### config.mk
export PLATFORM = sky130hd
export DESIGN_NAME = tmr8_timer
export DESIGN_NICKNAME = d
export VERILOG_FILES = /design/src/verilog/tmr8_pkg.sv /design/src/verilog/tmr8_timer.sv /design/src/verilog/tmr8_prescaler.sv /design/src/verilog/tmr8_pin_sync.sv
export SDC_FILE = /design/constraint.sdc
export NUM_CORES = 1
export LEC_CHECK = 0
export ABC_AREA = 1
export ABC_CLOCK_PERIOD_IN_PS = 2330
export BUFFER_PORTS_ARGS = -buffer_cell sky130_fd_sc_hd__buf_2
export CAP_MARGIN = 20
export CELL_PAD_IN_SITES_DETAIL_PLACEMENT = 0
export CELL_PAD_IN_SITES_GLOBAL_PLACEMENT = 1
export CORE_ASPECT_RATIO = 1.75
export CORE_MARGIN = 2
export CORE_UTILIZATION = 46
export CTS_BUF_LIST = sky130_fd_sc_hd__clkbuf_2
export CTS_CLUSTER_DIAMETER = 30
export DETAILED_ROUTE_END_ITERATION = 7
export PLACE_DENSITY_LB_ADDON = 0.1
export SLEW_MARGIN = 40
export SYNTH_ARGS = -nofsm -noshare
export SYNTH_HDL_FRONTEND = slang
export SYNTH_SLANG_ARGS = --single-unit
### constraint.sdc
create_clock -name mclk_i -period 2.33 [get_ports mclk_i]
set_clock_uncertainty 0.2 [all_clocks]
set_input_delay 0.699 -clock mclk_i [delete_from_list [all_inputs] [get_ports mclk_i]]
set_output_delay 0.699 -clock mclk_i [all_outputs]
set_load 0.03 [all_outputs]
### src/verilog/tmr8_pkg.sv
/*
  constants, register map and state types for the 8-bit timer with
  interval, pwm and capture modes.
  assumes one clock domain and a byte-wide register port.
*/
package tmr8_pkg;
  // register offsets on the byte-wide register port
  localparam logic [7:0] timer_control_off = 8'hbe;
  localparam logic [7:0] timer_count_value_off = 8'hbf;
  localparam logic [7:0] timer_reference_value_off = 8'hc0;
  localparam logic [7:0] shared_pending_flags_off = 8'hc1;
  localparam logic [7:0] port_control_mid_off = 8'hf9;
  // timer_control fields
  localparam int clk_sel_lsb = 5; // bits 7:5 clock select
  localparam int mode_lsb = 3; // bits 4:3 mode and capture edge
  localparam int clear_bit = 2; // write one clears counter
  localparam int match_ie_bit = 1; // match/capture request enable
  localparam int ovf_ie_bit = 0; // overflow request enable
  // shared_pending_flags fields
  localparam int pend_mc_bit = 4;
  localparam int pend_ov_bit = 5;
  // port_control_mid capture select field, bits 3:2
  localparam int cap_sel_lsb = 2;
  localparam logic [1:0] cap_sel_pin = 2'h0;
  // reset values
  localparam logic [7:0] timer_control_rst = 8'h00;
  localparam logic [7:0] port_control_mid_rst = 8'h00;
  localparam logic [7:0] count_rst = 8'h00;
  localparam logic [7:0] reference_rst = 8'hff;
  localparam logic [7:0] count_max = 8'hff;
  // clock select codes
  localparam logic [2:0] div_1024 = 3'h0;
  localparam logic [2:0] div_256 = 3'h1;
  localparam logic [2:0] div_64 = 3'h2;
  localparam logic [2:0] div_8 = 3'h3;
  localparam logic [2:0] div_1 = 3'h4;
  // prescaler terminal counts
  localparam logic [9:0] term_1024 = 10'h3ff;
  localparam logic [7:0] term_256 = 8'hff;
  localparam logic [5:0] term_64 = 6'h3f;
  localparam logic [2:0] term_8 = 3'h7;

  // operating modes
  typedef enum logic [1:0] {
    mode_interval,
    mode_cap_rise,
    mode_cap_fall,
    mode_pwm
  } tmr_mode_t;

  // prescaler state
  typedef struct packed {
    logic [9:0] div;
    logic tick;
  } presc_state_t;

  // pin synchroniser state
  typedef struct packed {
    logic [2:0] sh;
    logic lvl;
    logic rise;
    logic fall;
  } sync_state_t;

  // timer core state
  typedef struct packed {
    logic [7:0] ctl;
    logic [7:0] cnt;
    logic [7:0] refv;
    logic [7:0] portc;
    logic pend_mc;
    logic pend_ov;
    logic tgl;
    logic pwm;
    logic [7:0] rdata;
  } timer_state_t;
endpackage : tmr8_pkg

### src/verilog/tmr8_timer.sv
/*
  8-bit timer/counter: interval timer with toggling output, free-running
  pwm output and edge capture of the count, with pending flags.
  assumes a byte register port on mclk_i and an asynchronous capture pin.
*/
// Functional notes
// - reset clears control: interval, divide 1024, irqs off
// - clock selectable 1024, 256, 64, 8, 1
// - counter, comparator, reference all eight bits
// - control bit 2 written one clears counter
// - match/capture request only when bit 1 set
// - match/capture sets pending bit 4, software clears
// - interval match raises request, resets counter
// - interval match inverts toggle output
// - pwm counter free runs and wraps
// - pwm low when reference not above count
// - pwm period is 256 input ticks
// - capture edge copies count into reference
// - capture source select 00 picks pin
// - capture mode raises overflow request
// - capture mode raises capture request on load
`timescale 1ns/1ps
module tmr8_timer (
  // clock and reset
  input wire logic mclk_i,
  input wire logic rst_b_i,
  // register port
  input wire logic [7:0] reg_addr_i,
  input wire logic [7:0] reg_wdata_i,
  input wire logic reg_wr_i,
  input wire logic reg_rd_i,
  output logic [7:0] reg_rdata_o,
  // pins
  input wire logic capture_input_pin_i,
  output logic toggle_output_pin_o,
  output logic pulse_output_pin_o,
  // interrupt requests
  output logic match_capture_irq_o,
  output logic overflow_irq_o
);
  tmr8_pkg::timer_state_t st; // registered state
  tmr8_pkg::timer_state_t next_st; // next state
  logic tick; // one selected input clock period
  logic cap_rise; // filtered rising edge
  logic cap_fall; // filtered falling edge
  tmr8_pkg::tmr_mode_t mode; // decoded mode
  logic wr_ctl; // control write strobe
  logic wr_pend; // pending write strobe
  logic match; // comparator hit on a tick
  logic wrap; // overflow on a tick
  logic cap_ev; // capture taken this cycle
  logic mc_ev; // match/capture request event
  logic ov_ev; // overflow request event

  // divider with ratio multiplexer
  tmr8_prescaler u_presc (
    .mclk_i(mclk_i),
    .rst_b_i(rst_b_i),
    .sel_i(st.ctl[tmr8_pkg::clk_sel_lsb +: 3]),
    .tick_o(tick)
  );

  // capture pin synchroniser
  tmr8_pin_sync u_sync (
    .mclk_i(mclk_i),
    .rst_b_i(rst_b_i),
    .pin_i(capture_input_pin_i),
    .rise_o(cap_rise),
    .fall_o(cap_fall)
  );

  // mode and event decode
  always_comb begin
    mode = tmr8_pkg::tmr_mode_t'(st.ctl[tmr8_pkg::mode_lsb +: 2]);
    wr_ctl = reg_wr_i && (reg_addr_i == tmr8_pkg::timer_control_off);
    wr_pend = reg_wr_i && (reg_addr_i == tmr8_pkg::shared_pending_flags_off);
    match = tick && (st.cnt == st.refv);
    wrap = tick && (st.cnt == tmr8_pkg::count_max) && !(mode == tmr8_pkg::mode_interval && match);
    cap_ev = 1'b0;
    // only source 00 is wired; other codes leave capture idle
    if (st.portc[tmr8_pkg::cap_sel_lsb +: 2] == tmr8_pkg::cap_sel_pin) begin
      case (mode)
        tmr8_pkg::mode_cap_rise: cap_ev = cap_rise;
        tmr8_pkg::mode_cap_fall: cap_ev = cap_fall;
        default: cap_ev = 1'b0;
      endcase
    end
    // match events in interval and pwm, loads in capture
    case (mode)
      tmr8_pkg::mode_cap_rise, tmr8_pkg::mode_cap_fall: mc_ev = cap_ev;
      default: mc_ev = match;
    endcase
    mc_ev = mc_ev && st.ctl[tmr8_pkg::match_ie_bit];
    ov_ev = wrap && st.ctl[tmr8_pkg::ovf_ie_bit];
  end

  // next state: registers, counter, outputs, flags
  always_comb begin
    next_st = st;
    // software writes
    if (wr_ctl) begin
      next_st.ctl = reg_wdata_i;
      next_st.ctl[tmr8_pkg::clear_bit] = 1'b0; // clear bit is a strobe
    end
    if (reg_wr_i && reg_addr_i == tmr8_pkg::timer_reference_value_off) begin
      next_st.refv = reg_wdata_i;
    end
    if (reg_wr_i && reg_addr_i == tmr8_pkg::port_control_mid_off) begin
      next_st.portc = reg_wdata_i;
    end
    // pending bits: writing zero clears, writing one keeps
    if (wr_pend && !reg_wdata_i[tmr8_pkg::pend_mc_bit]) begin
      next_st.pend_mc = 1'b0;
    end
    if (wr_pend && !reg_wdata_i[tmr8_pkg::pend_ov_bit]) begin
      next_st.pend_ov = 1'b0;
    end
    // counter per mode
    if (tick) begin
      case (mode)
        tmr8_pkg::mode_interval: begin
          if (match) begin
            next_st.cnt = tmr8_pkg::count_rst;
            next_st.tgl = !st.tgl;
          end else begin
            next_st.cnt = st.cnt + 8'h01;
          end
        end
        default: next_st.cnt = st.cnt + 8'h01; // free run, wraps
      endcase
    end
    // captured count overrides a software write
    if (cap_ev) begin
      next_st.refv = st.cnt;
    end
    // clear strobe wins over counting in any mode
    if (wr_ctl && reg_wdata_i[tmr8_pkg::clear_bit]) begin
      next_st.cnt = tmr8_pkg::count_rst;
    end
    // pwm level, low while reference not above count
    if (mode == tmr8_pkg::mode_pwm) begin
      next_st.pwm = (st.refv > st.cnt);
    end else begin
      next_st.pwm = 1'b0;
    end
    // hardware set wins over software clear
    if (mc_ev) begin
      next_st.pend_mc = 1'b1;
    end
    if (ov_ev) begin
      next_st.pend_ov = 1'b1;
    end
    // read data, answered the cycle after the strobe
    if (reg_rd_i) begin
      case (reg_addr_i)
        tmr8_pkg::timer_control_off: next_st.rdata = st.ctl;
        tmr8_pkg::timer_count_value_off: next_st.rdata = st.cnt;
        tmr8_pkg::timer_reference_value_off: next_st.rdata = st.refv;
        tmr8_pkg::port_control_mid_off: next_st.rdata = st.portc;
        tmr8_pkg::shared_pending_flags_off: begin
          next_st.rdata = 8'h00;
          next_st.rdata[tmr8_pkg::pend_mc_bit] = st.pend_mc;
          next_st.rdata[tmr8_pkg::pend_ov_bit] = st.pend_ov;
        end
        default: next_st.rdata = 8'h00; // unmapped reads zero
      endcase
    end
  end

  // state register
  always_ff @(posedge mclk_i or negedge rst_b_i) begin
    if (!rst_b_i) begin
      st.ctl <= tmr8_pkg::timer_control_rst;
      st.cnt <= tmr8_pkg::count_rst;
      st.refv <= tmr8_pkg::reference_rst;
      st.portc <= tmr8_pkg::port_control_mid_rst;
      st.pend_mc <= 1'b0;
      st.pend_ov <= 1'b0;
      st.tgl <= 1'b0;
      st.pwm <= 1'b0;
      st.rdata <= 8'h00;
    end else begin
      st <= next_st;
    end
  end

  // outputs straight from flops
  assign reg_rdata_o = st.rdata;
  assign toggle_output_pin_o = st.tgl;
  assign pulse_output_pin_o = st.pwm;
  assign match_capture_irq_o = st.pend_mc;
  assign overflow_irq_o = st.pend_ov;

  // checks on the timer behaviour
  reset_ctl_a: assert property (@(posedge mclk_i) $rose(rst_b_i) |-> st.ctl == 8'h00)
    else $error("control not zero after reset");

  div8_gap_a: assert property (@(posedge mclk_i) disable iff (!rst_b_i)
    tick && st.ctl[7:5] == 3'h3 |=> (!tick || st.ctl[7:5] != 3'h3) [*7])
    else $error("divide by 8 tick spacing wrong");

  clear_cnt_a: assert property (@(posedge mclk_i) disable iff (!rst_b_i)
    wr_ctl && reg_wdata_i[2] |=> st.cnt == 8'h00)
    else $error("counter not cleared by control write");

  mie_gate_a: assert property (@(posedge mclk_i) disable iff (!rst_b_i)
    $rose(st.pend_mc) |-> $past(st.ctl[1]))
    else $error("match request without enable");

  pend_clear_a: assert property (@(posedge mclk_i) disable iff (!rst_b_i)
    wr_pend && !reg_wdata_i[4] && !mc_ev |=> !st.pend_mc)
    else $error("pending bit not cleared");

  match_reset_a: assert property (@(posedge mclk_i) disable iff (!rst_b_i)
    match && mode == tmr8_pkg::mode_interval && !wr_ctl |=> st.cnt == 8'h00 && (st.pend_mc || !$past(st.ctl[1])))
    else $error("interval match did not reset counter");

  toggle_a: assert property (@(posedge mclk_i) disable iff (!rst_b_i)
    match && mode == tmr8_pkg::mode_interval |=> st.tgl != $past(st.tgl))
    else $error("toggle output did not invert");

  pwm_wrap_a: assert property (@(posedge mclk_i) disable iff (!rst_b_i)
    tick && mode == tmr8_pkg::mode_pwm && st.cnt == 8'hff && !wr_ctl |=> st.cnt == 8'h00)
    else $error("pwm counter did not wrap");

  pwm_level_a: assert property (@(posedge mclk_i) disable iff (!rst_b_i)
    mode == tmr8_pkg::mode_pwm |=> st.pwm == ($past(st.refv) > $past(st.cnt)))
    else $error("pwm level wrong");

  capture_a: assert property (@(posedge mclk_i) disable iff (!rst_b_i)
    cap_ev |=> st.refv == $past(st.cnt) ##0 (st.pend_mc || !$past(st.ctl[1])))
    else $error("capture did not load count");

  overflow_a: assert property (@(posedge mclk_i) disable iff (!rst_b_i)
    wrap && st.ctl[0] |=> st.pend_ov)
    else $error("overflow request missing");

  // reset leaves the counter at zero and both requests low
  reset_state_a: assert property (@(posedge mclk_i) $rose(rst_b_i) |->
    st.cnt == 8'h00 && !st.pend_mc && !st.pend_ov && !st.tgl && !st.pwm)
    else $error("state not cleared after reset");

  // undivided ratio gives a tick on every cycle
  div1_tick_a: assert property (@(posedge mclk_i) disable iff (!rst_b_i)
    $past(st.ctl[7:5]) == 3'h4 |-> tick)
    else $error("undivided ratio missed a tick");

  // free-running modes step the count by one per tick
  count_step_a: assert property (@(posedge mclk_i) disable iff (!rst_b_i)
    tick && mode != tmr8_pkg::mode_interval && !wr_ctl |=> st.cnt == $past(st.cnt) + 8'h01)
    else $error("counter did not step by one");

  // a pwm match leaves the counter running
  pwm_match_a: assert property (@(posedge mclk_i) disable iff (!rst_b_i)
    match && mode == tmr8_pkg::mode_pwm && st.cnt != 8'hff && !wr_ctl |=> st.cnt != 8'h00)
    else $error("pwm match cleared the counter");

  // a non-pin capture source keeps capture idle
  cap_source_a: assert property (@(posedge mclk_i) disable iff (!rst_b_i)
    st.portc[3:2] != 2'h0 |-> !cap_ev)
    else $error("capture taken from unselected source");

  // each capture load into the reference with bit 1 set raises the capture request
  cap_request_a: assert property (@(posedge mclk_i) disable iff (!rst_b_i)
    cap_ev && st.ctl[1] |=> st.pend_mc)
    else $error("capture request missing");

  // overflow request only when its enable was set
  ovf_gate_a: assert property (@(posedge mclk_i) disable iff (!rst_b_i)
    $rose(st.pend_ov) |-> $past(st.ctl[0]))
    else $error("overflow request without enable");

  // pending register read shows the match/capture bit
  pend_read_a: assert property (@(posedge mclk_i) disable iff (!rst_b_i)
    reg_rd_i && reg_addr_i == 8'hc1 |=> st.rdata[4] == $past(st.pend_mc))
    else $error("pending bit read back wrong");

  // control reads back without the clear strobe
  ctl_read_a: assert property (@(posedge mclk_i) disable iff (!rst_b_i)
    reg_rd_i && reg_addr_i == 8'hbe |=> st.rdata[2] == 1'b0)
    else $error("clear strobe read back as one");

  // main scenarios reached
  match_seen_c: cover property (@(posedge mclk_i) disable iff (!rst_b_i)
    match && mode == tmr8_pkg::mode_interval);
  overflow_seen_c: cover property (@(posedge mclk_i) disable iff (!rst_b_i) ov_ev);
  capture_seen_c: cover property (@(posedge mclk_i) disable iff (!rst_b_i) cap_ev);
  pwm_wrap_c: cover property (@(posedge mclk_i) disable iff (!rst_b_i)
    wrap && mode == tmr8_pkg::mode_pwm);
endmodule : tmr8_timer

### src/verilog/tmr8_prescaler.sv
/*
  free-running divider with a select multiplexer, giving one-cycle
  count ticks at the system clock divided by 1024, 256, 64, 8 or 1.
  assumes sel_i comes from a register on the same clock.
*/
`timescale 1ns/1ps
module tmr8_prescaler (
  // clock and reset
  input wire logic mclk_i,
  input wire logic rst_b_i,
  // ratio select
  input wire logic [2:0] sel_i,
  // count enable pulse
  output logic tick_o
);
  tmr8_pkg::presc_state_t st; // registered state
  tmr8_pkg::presc_state_t next_st; // next state

  // divider and multiplexer after it
  always_comb begin
    next_st = st;
    next_st.div = st.div + 10'h001;
    case (sel_i)
      tmr8_pkg::div_1024: next_st.tick = (st.div == tmr8_pkg::term_1024);
      tmr8_pkg::div_256: next_st.tick = (st.div[7:0] == tmr8_pkg::term_256);
      tmr8_pkg::div_64: next_st.tick = (st.div[5:0] == tmr8_pkg::term_64);
      tmr8_pkg::div_8: next_st.tick = (st.div[2:0] == tmr8_pkg::term_8);
      default: next_st.tick = 1'b1; // undefined codes run undivided
    endcase
  end

  // state register
  always_ff @(posedge mclk_i or negedge rst_b_i) begin
    if (!rst_b_i) begin
      st <= '0;
    end else begin
      st <= next_st;
    end
  end

  assign tick_o = st.tick;
endmodule : tmr8_prescaler

### src/verilog/tmr8_pin_sync.sv
/*
  three-stage synchroniser for the capture pin with edge pulses.
  assumes the pin is asynchronous to mclk_i.
*/
`timescale 1ns/1ps
module tmr8_pin_sync (
  // clock and reset
  input wire logic mclk_i,
  input wire logic rst_b_i,
  // raw pin
  input wire logic pin_i,
  // filtered edges
  output logic rise_o,
  output logic fall_o
);
  tmr8_pkg::sync_state_t st; // registered state
  tmr8_pkg::sync_state_t next_st; // next state

  // change accepted once stages two and three agree
  always_comb begin
    next_st = st;
    next_st.sh = {st.sh[1:0], pin_i};
    next_st.rise = 1'b0;
    next_st.fall = 1'b0;
    if (st.sh[1] == st.sh[2] && st.sh[2] != st.lvl) begin
      next_st.lvl = st.sh[2];
      next_st.rise = st.sh[2];
      next_st.fall = !st.sh[2];
    end
  end

  // state register
  always_ff @(posedge mclk_i or negedge rst_b_i) begin
    if (!rst_b_i) begin
      st <= '0;
    end else begin
      st <= next_st;
    end
  end

  assign rise_o = st.rise;
  assign fall_o = st.fall;
endmodule : tmr8_pin_sync

# Word level (Yosys, flattened, before mapping)

Cells that the tools add are included.
W data, S select, Z words.

Bits in latches: 0
ROM bits: 0
Input port bits: 21
Register bits after elaboration: 60
Memories: 0
RAM bits: 0
Output and inout bits: 12

Muxes and demuxes: 17
Bitwise operators: 0
Magnitude comparators: 1
Reductions and logical operators: 28
Div/mod/pow operators: 0
Shift operators: 0
$mul: 0
$add $sub $neg: 2
Equality and inequality tests: 19

Operators by type and width:

| cell                    | count |
|---|---|
| $eq A8 B8 Y1 const B    | 7 |
| $mux W8                 | 6 |
| $pmux W8 S5             | 1 |
| $logic_and A1 B1 Y1     | 14 |
| $add A10 B1 Y10 const B | 1 |
| $eq A10 B10 Y1 const B  | 1 |
| $add A8 B1 Y8 const B   | 1 |
| $eq A8 B8 Y1            | 1 |
| $gt A8 B8 Y1            | 1 |
| $reduce_bool A2 Y1      | 4 |
| $mux W1                 | 7 |
| $eq A3 B2 Y1 const B    | 2 |
| $eq A6 B6 Y1 const B    | 1 |
| $logic_not A1 Y1        | 5 |
| $eq A2 B2 Y1 const B    | 2 |
| $logic_not A2 Y1        | 2 |
| $pmux W1 S4             | 1 |
| $eq A3 B1 Y1 const B    | 1 |
| $eq A3 B3 Y1 const B    | 1 |
| $logic_not A3 Y1        | 1 |
| $reduce_and A3 Y1       | 1 |
| $eq A2 B1 Y1 const B    | 1 |
| $mux W2                 | 1 |
| $pmux W1 S2             | 1 |
| other kinds (3)         | 3 |

# Depth between registers and ports, before layout

Word-level depth: 7
Gate-level depth with buffers: 10
Mapped depth without buffers: 9

# Modules after synthesis

From an unflattened synthesis, not the netlist that was laid out.

Cells, all modules: 421
Area total of the unflattened synthesis: 3413.3 um^2

Modules (own cells, without submodules):

| module         | cells each | instances | area each (um^2) | seq. area each (um^2) |
|---|---|---|---|---|
| tmr8_timer     | 351        | 1         | 2716.4           | 1086.0 |
| tmr8_prescaler | 58         | 1         | 521.8            | 275.3 |
| tmr8_pin_sync  | 12         | 1         | 175.2            | 150.1 |

# Worst setup path after synthesis

Ideal clock, no wire load.

Path kind: reg2reg
Start point: register st[20] in the netlist's numbering
End point: register st[30] in the netlist's numbering
Required time: 2013 ps
Setup time: 117 ps
Stages on the path, launching flop included: 10
Arrival: 1469 ps
Setup slack: 543 ps
Cell sequence: dfstp_2 -> inv_1 -> ha_1 -> nand2_1 -> nor2_1 -> nand2_1 -> nor2_1 -> a21boi_0 -> nand3_1 -> nand2_1

Word-level cells in the longest chain between the ends: 6

RTL lines:

| element                  | line              | RTL |
|---|---|---|
| start: declaration       | tmr8_timer.sv:41  | `tmr8_pkg::timer_state_t st;` |
| start signal: assignment | tmr8_timer.sv:183 | `st <= next_st;` |
| $eq A8 B8 Y1             | tmr8_timer.sv:77  | `match = tick && (st.cnt == st.refv);` |
| $logic_and A1 B1 Y1      | tmr8_timer.sv:77  |  |
| $mux W8                  | tmr8_timer.sv:122 | `if (match) begin` |
| $mux W8                  | tmr8_timer.sv:120 | `case (mode)` |
| $mux W8                  | tmr8_timer.sv:119 | `if (tick) begin` |
| $mux W8                  | tmr8_timer.sv:137 | `if (wr_ctl && reg_wdata_i[tmr8_pkg::clear_bit]) begin` |

Every way passes these cells. The select of a mux whose other input is x is not followed.
A chain may end at the register's enable or synchronous reset.

# Worst setup path after layout

Start point: register st (netlist bit toggle_output_pin_o)
End point: output port toggle_output_pin_o

RTL lines:

| element          | line             | RTL |
|---|---|---|
| end: declaration | tmr8_timer.sv:35 | `output logic toggle_output_pin_o,` |

No word-level cell between the ends.

==> results.txt <==
Status -> finished, final reports clean
Setup CP Type -> flop to primary output
H-tree Lvls -> 3
Die width -> 67.8 microns
Placed Cells -> 514
Drt first pass iters -> 4
Net switching power -> 936 uW
Routed WL -> 8550 microns
Most frequent cells after synthesis -> nand2_1 (123), dfrtp_1 (52), nand3_1 (47)
Post-cts resize count -> 0
DRC violations left -> 0
Area leader, netlist -> dfrtp_1
Period utilization -> 86.9%
Fin crit period -> 2.02 ns
Initial antenna violation count -> 0
Worst-path fanout max -> 2
Crit path cell chain -> buf_2
Die Y-Extent -> 116 microns
Post-route antenna net violation count -> 0
Area Overhead vs Synth -> 11.2%
Die ar. -> 0.00784 sq mm
Setup violators final -> 0
# clock sinks -> 60
Layout cell share with drive strength beyond 1 -> 17.7%
WL/cell -> 16.1 microns
Net Sw Frac -> 35.8%
GR Overflow Total -> 0
Fill cells -> 716
Crit path buffers/inverters -> 1
Vias in the first global route -> 2799
CTS root buf -> clkbuf_2
CTS buffer count -> 9
Worst Path Arrival -> 1.13 ns
CTS tree -> yes
FMAX -> 0.494 GHz
Vias per cell -> 5.27
Wire length of the first global-routing pass -> 13900 microns
Fin Setup TNS -> 0 ns
Unique masters post-synth -> 31
Mapped Area -> 0.00328 sq mm
Diode count -> 0
Drt initial violations -> 156
Least-Margin Pin Slew -> 0.405 ns
Initial Util -> 47.4%
Worst-path clk slew -> 0.17 ns
Maximum VDD drop -> 0.473 mV
Top-count cell post-synth -> nand2_1
Placeable Area -> 0.00691 sq mm
Post-synth EDFFs -> 0
Pleak -> 1.90 nW
Top cell family by delay on the critical path -> flip-flops
Final Hold Vio Count -> 0
Total GRT Usage -> 24.7%
Fin nets -> 478
Clock share of power -> 25.3%
Seq pwr share -> 47.8%
IO buf count -> 32
GP Congestion -> 0.877
Largest net degree at the start of global routing -> 61
Register area share after synthesis -> 46.1%
Number of cells produced by synthesis -> 404
Flops & latches, synth -> 60
Slew margin rel. -> 72.8%
RSZ-0062 raised after global routing -> no
Slew Limit Fails -> 0
Syn Area/Cell -> 8.11 sq um
Synth top area cells -> dfrtp_1 (40%), nand2_1 (14%), nand3_1 (7.2%)
Min-Delay Path Class -> input pin to flop
Critical path endpoint category -> primary output
Crit start category -> flop
Via count -> 2797
Top_reg_cell synth -> dfrtp_1
Ys async rst share -> 100%
DPL Wire Length -> 6590 microns
WP data required -> 1.43 ns
Clk_lat worst skew -> 0.53 ns
Num ports -> 33
CP max-delay cell -> dfrtp_1
Power share of the combinational group -> 26.9%
Post-synth top area share -> 39.7%
Worst-case clock buffer depth -> 2
Internal cell power -> 1.68 mW
Postcts setup bufs -> 0
Max Cap Viol -> 0
Finished Layout Cells -> 531
Pwr per Cell Area -> 717 mW/mm^2
Synth Warn # -> 0
Syn_nets -> 440
Crit-path max cell delay -> 0.42 ns
Site Rows -> 40
[through the flow]
step	area [sq um]	util [%]	setup slack [ns]	power, mW	hold slack, ns
after floorplan	3280	-	0.543	1.71	0.131
after global placement	3520	50.9	0.141	1.97	0.135
after detailed placement	3520	50.9	0.172	1.98	0.139
after CTS	3640	52.8	0.263	2.64	0.0418
after global routing	3640	52.8	0.0351	2.80	0.0570
final	3640	52.8	0.306	2.61	0.0711
[path summary, 6_finish.rpt]
path	slack [ns]	start	depth (start not counted)	to
setup / recovery	0.31	toggle_output_pin_o	1	toggle_output_pin_o
hold / removal	0.07	capture_input_pin_i	1	u_sync.next_st[4]
setup reg to reg	0.32	st[35]	9	st[30]
hold reg to reg	0.17	u_sync.next_st[4]	0	u_sync.next_st[5]
max in group asynchronous	1.14	rst_b_i	3	st[21]
min in group asynchronous	0.47	rst_b_i	3	st[16]
[registers in the layout, summed over array words and instances (netlist names)]
register             flops
st                      29
u_presc.st              10
reg_rdata_o              8
mode                     2
u_sync.next_st           2
u_sync.st                2
match_capture_irq_o      1
overflow_irq_o           1
pulse_output_pin_o       1
toggle_output_pin_o      1
u_presc.tick_o           1
u_sync.fall_o            1
u_sync.rise_o            1
[cells by family (layout without fill, tap and decap cells)]
logic type,after synthesis,count (layout),share of synthesized area (%)
AO/OA/AOI/OAI,59,59,9.32
AND/OR/NAND/NOR,211,211,28.9
XOR/XNOR,11,11,2.94
flip-flops,60,60,46.1
buffers and inverters,48,91,6.95
adder cells (fa/ha/maj),15,15,5.73
[layer usage]
metal	GRT usage [%]	share of wire, %	vias to the layer above
met3	4.37	4.1	24
met1	26.5	38	1305
li1	-	-	1388
met5	0	0	-
met2	44.2	54	80
met4	13.5	4.2	0
[cells in the final DEF (no fill, tap or decap), drive strengths merged]
master,n
xnor2,5
ha,15
nand2,128
buf,41
clkbuf,10
o211ai,1
a21oi,13
clkinv,2
o31ai,1
dfstp,8
bufinv,1
a211oi,1
dlygate4sd3,1
nand3,48
inv,33
nor4,1
clkinvlp,3
nand4,5
nor2,26
xor2,6
a21boi,1
nor3,3
dfrtp,52
o21ai,42
[power groups by stage]
stage | combinational (mW) | sequential, mW | clock (mW)
after floorplan | 0.428 | 1.28 | 0
after global placement | 0.702 | 1.26 | 0
after detailed placement | 0.707 | 1.27 | 0
after CTS | 0.711 | 1.25 | 0.682
after global routing | 0.819 | 1.27 | 0.719
final | 0.704 | 1.25 | 0.661
[timing repair]
action	CTS	global route
hold buffers	1	0
endpoints found under the hold margin	52	0
setup endpoints to repair	0	0
[layout make-up]
| class | count | area (sq um) | share of cell area [%] |
|---|---|---|---|
| multi-input cells | 296 | 1540 | 42.2 |
| flip-flops and latches | 60 | 1510 | 41.5 |
| repair buffers | 42 | 250 | 6.87 |
| inverters | 33 | 124 | 3.40 |
| well taps | 84 | 105 | 2.88 |
| clock inverters | 6 | 65.1 | 1.79 |
| clock buffers | 10 | 50.0 | 1.37 |
No activity file was read; power rests on OpenSTA's default activity.
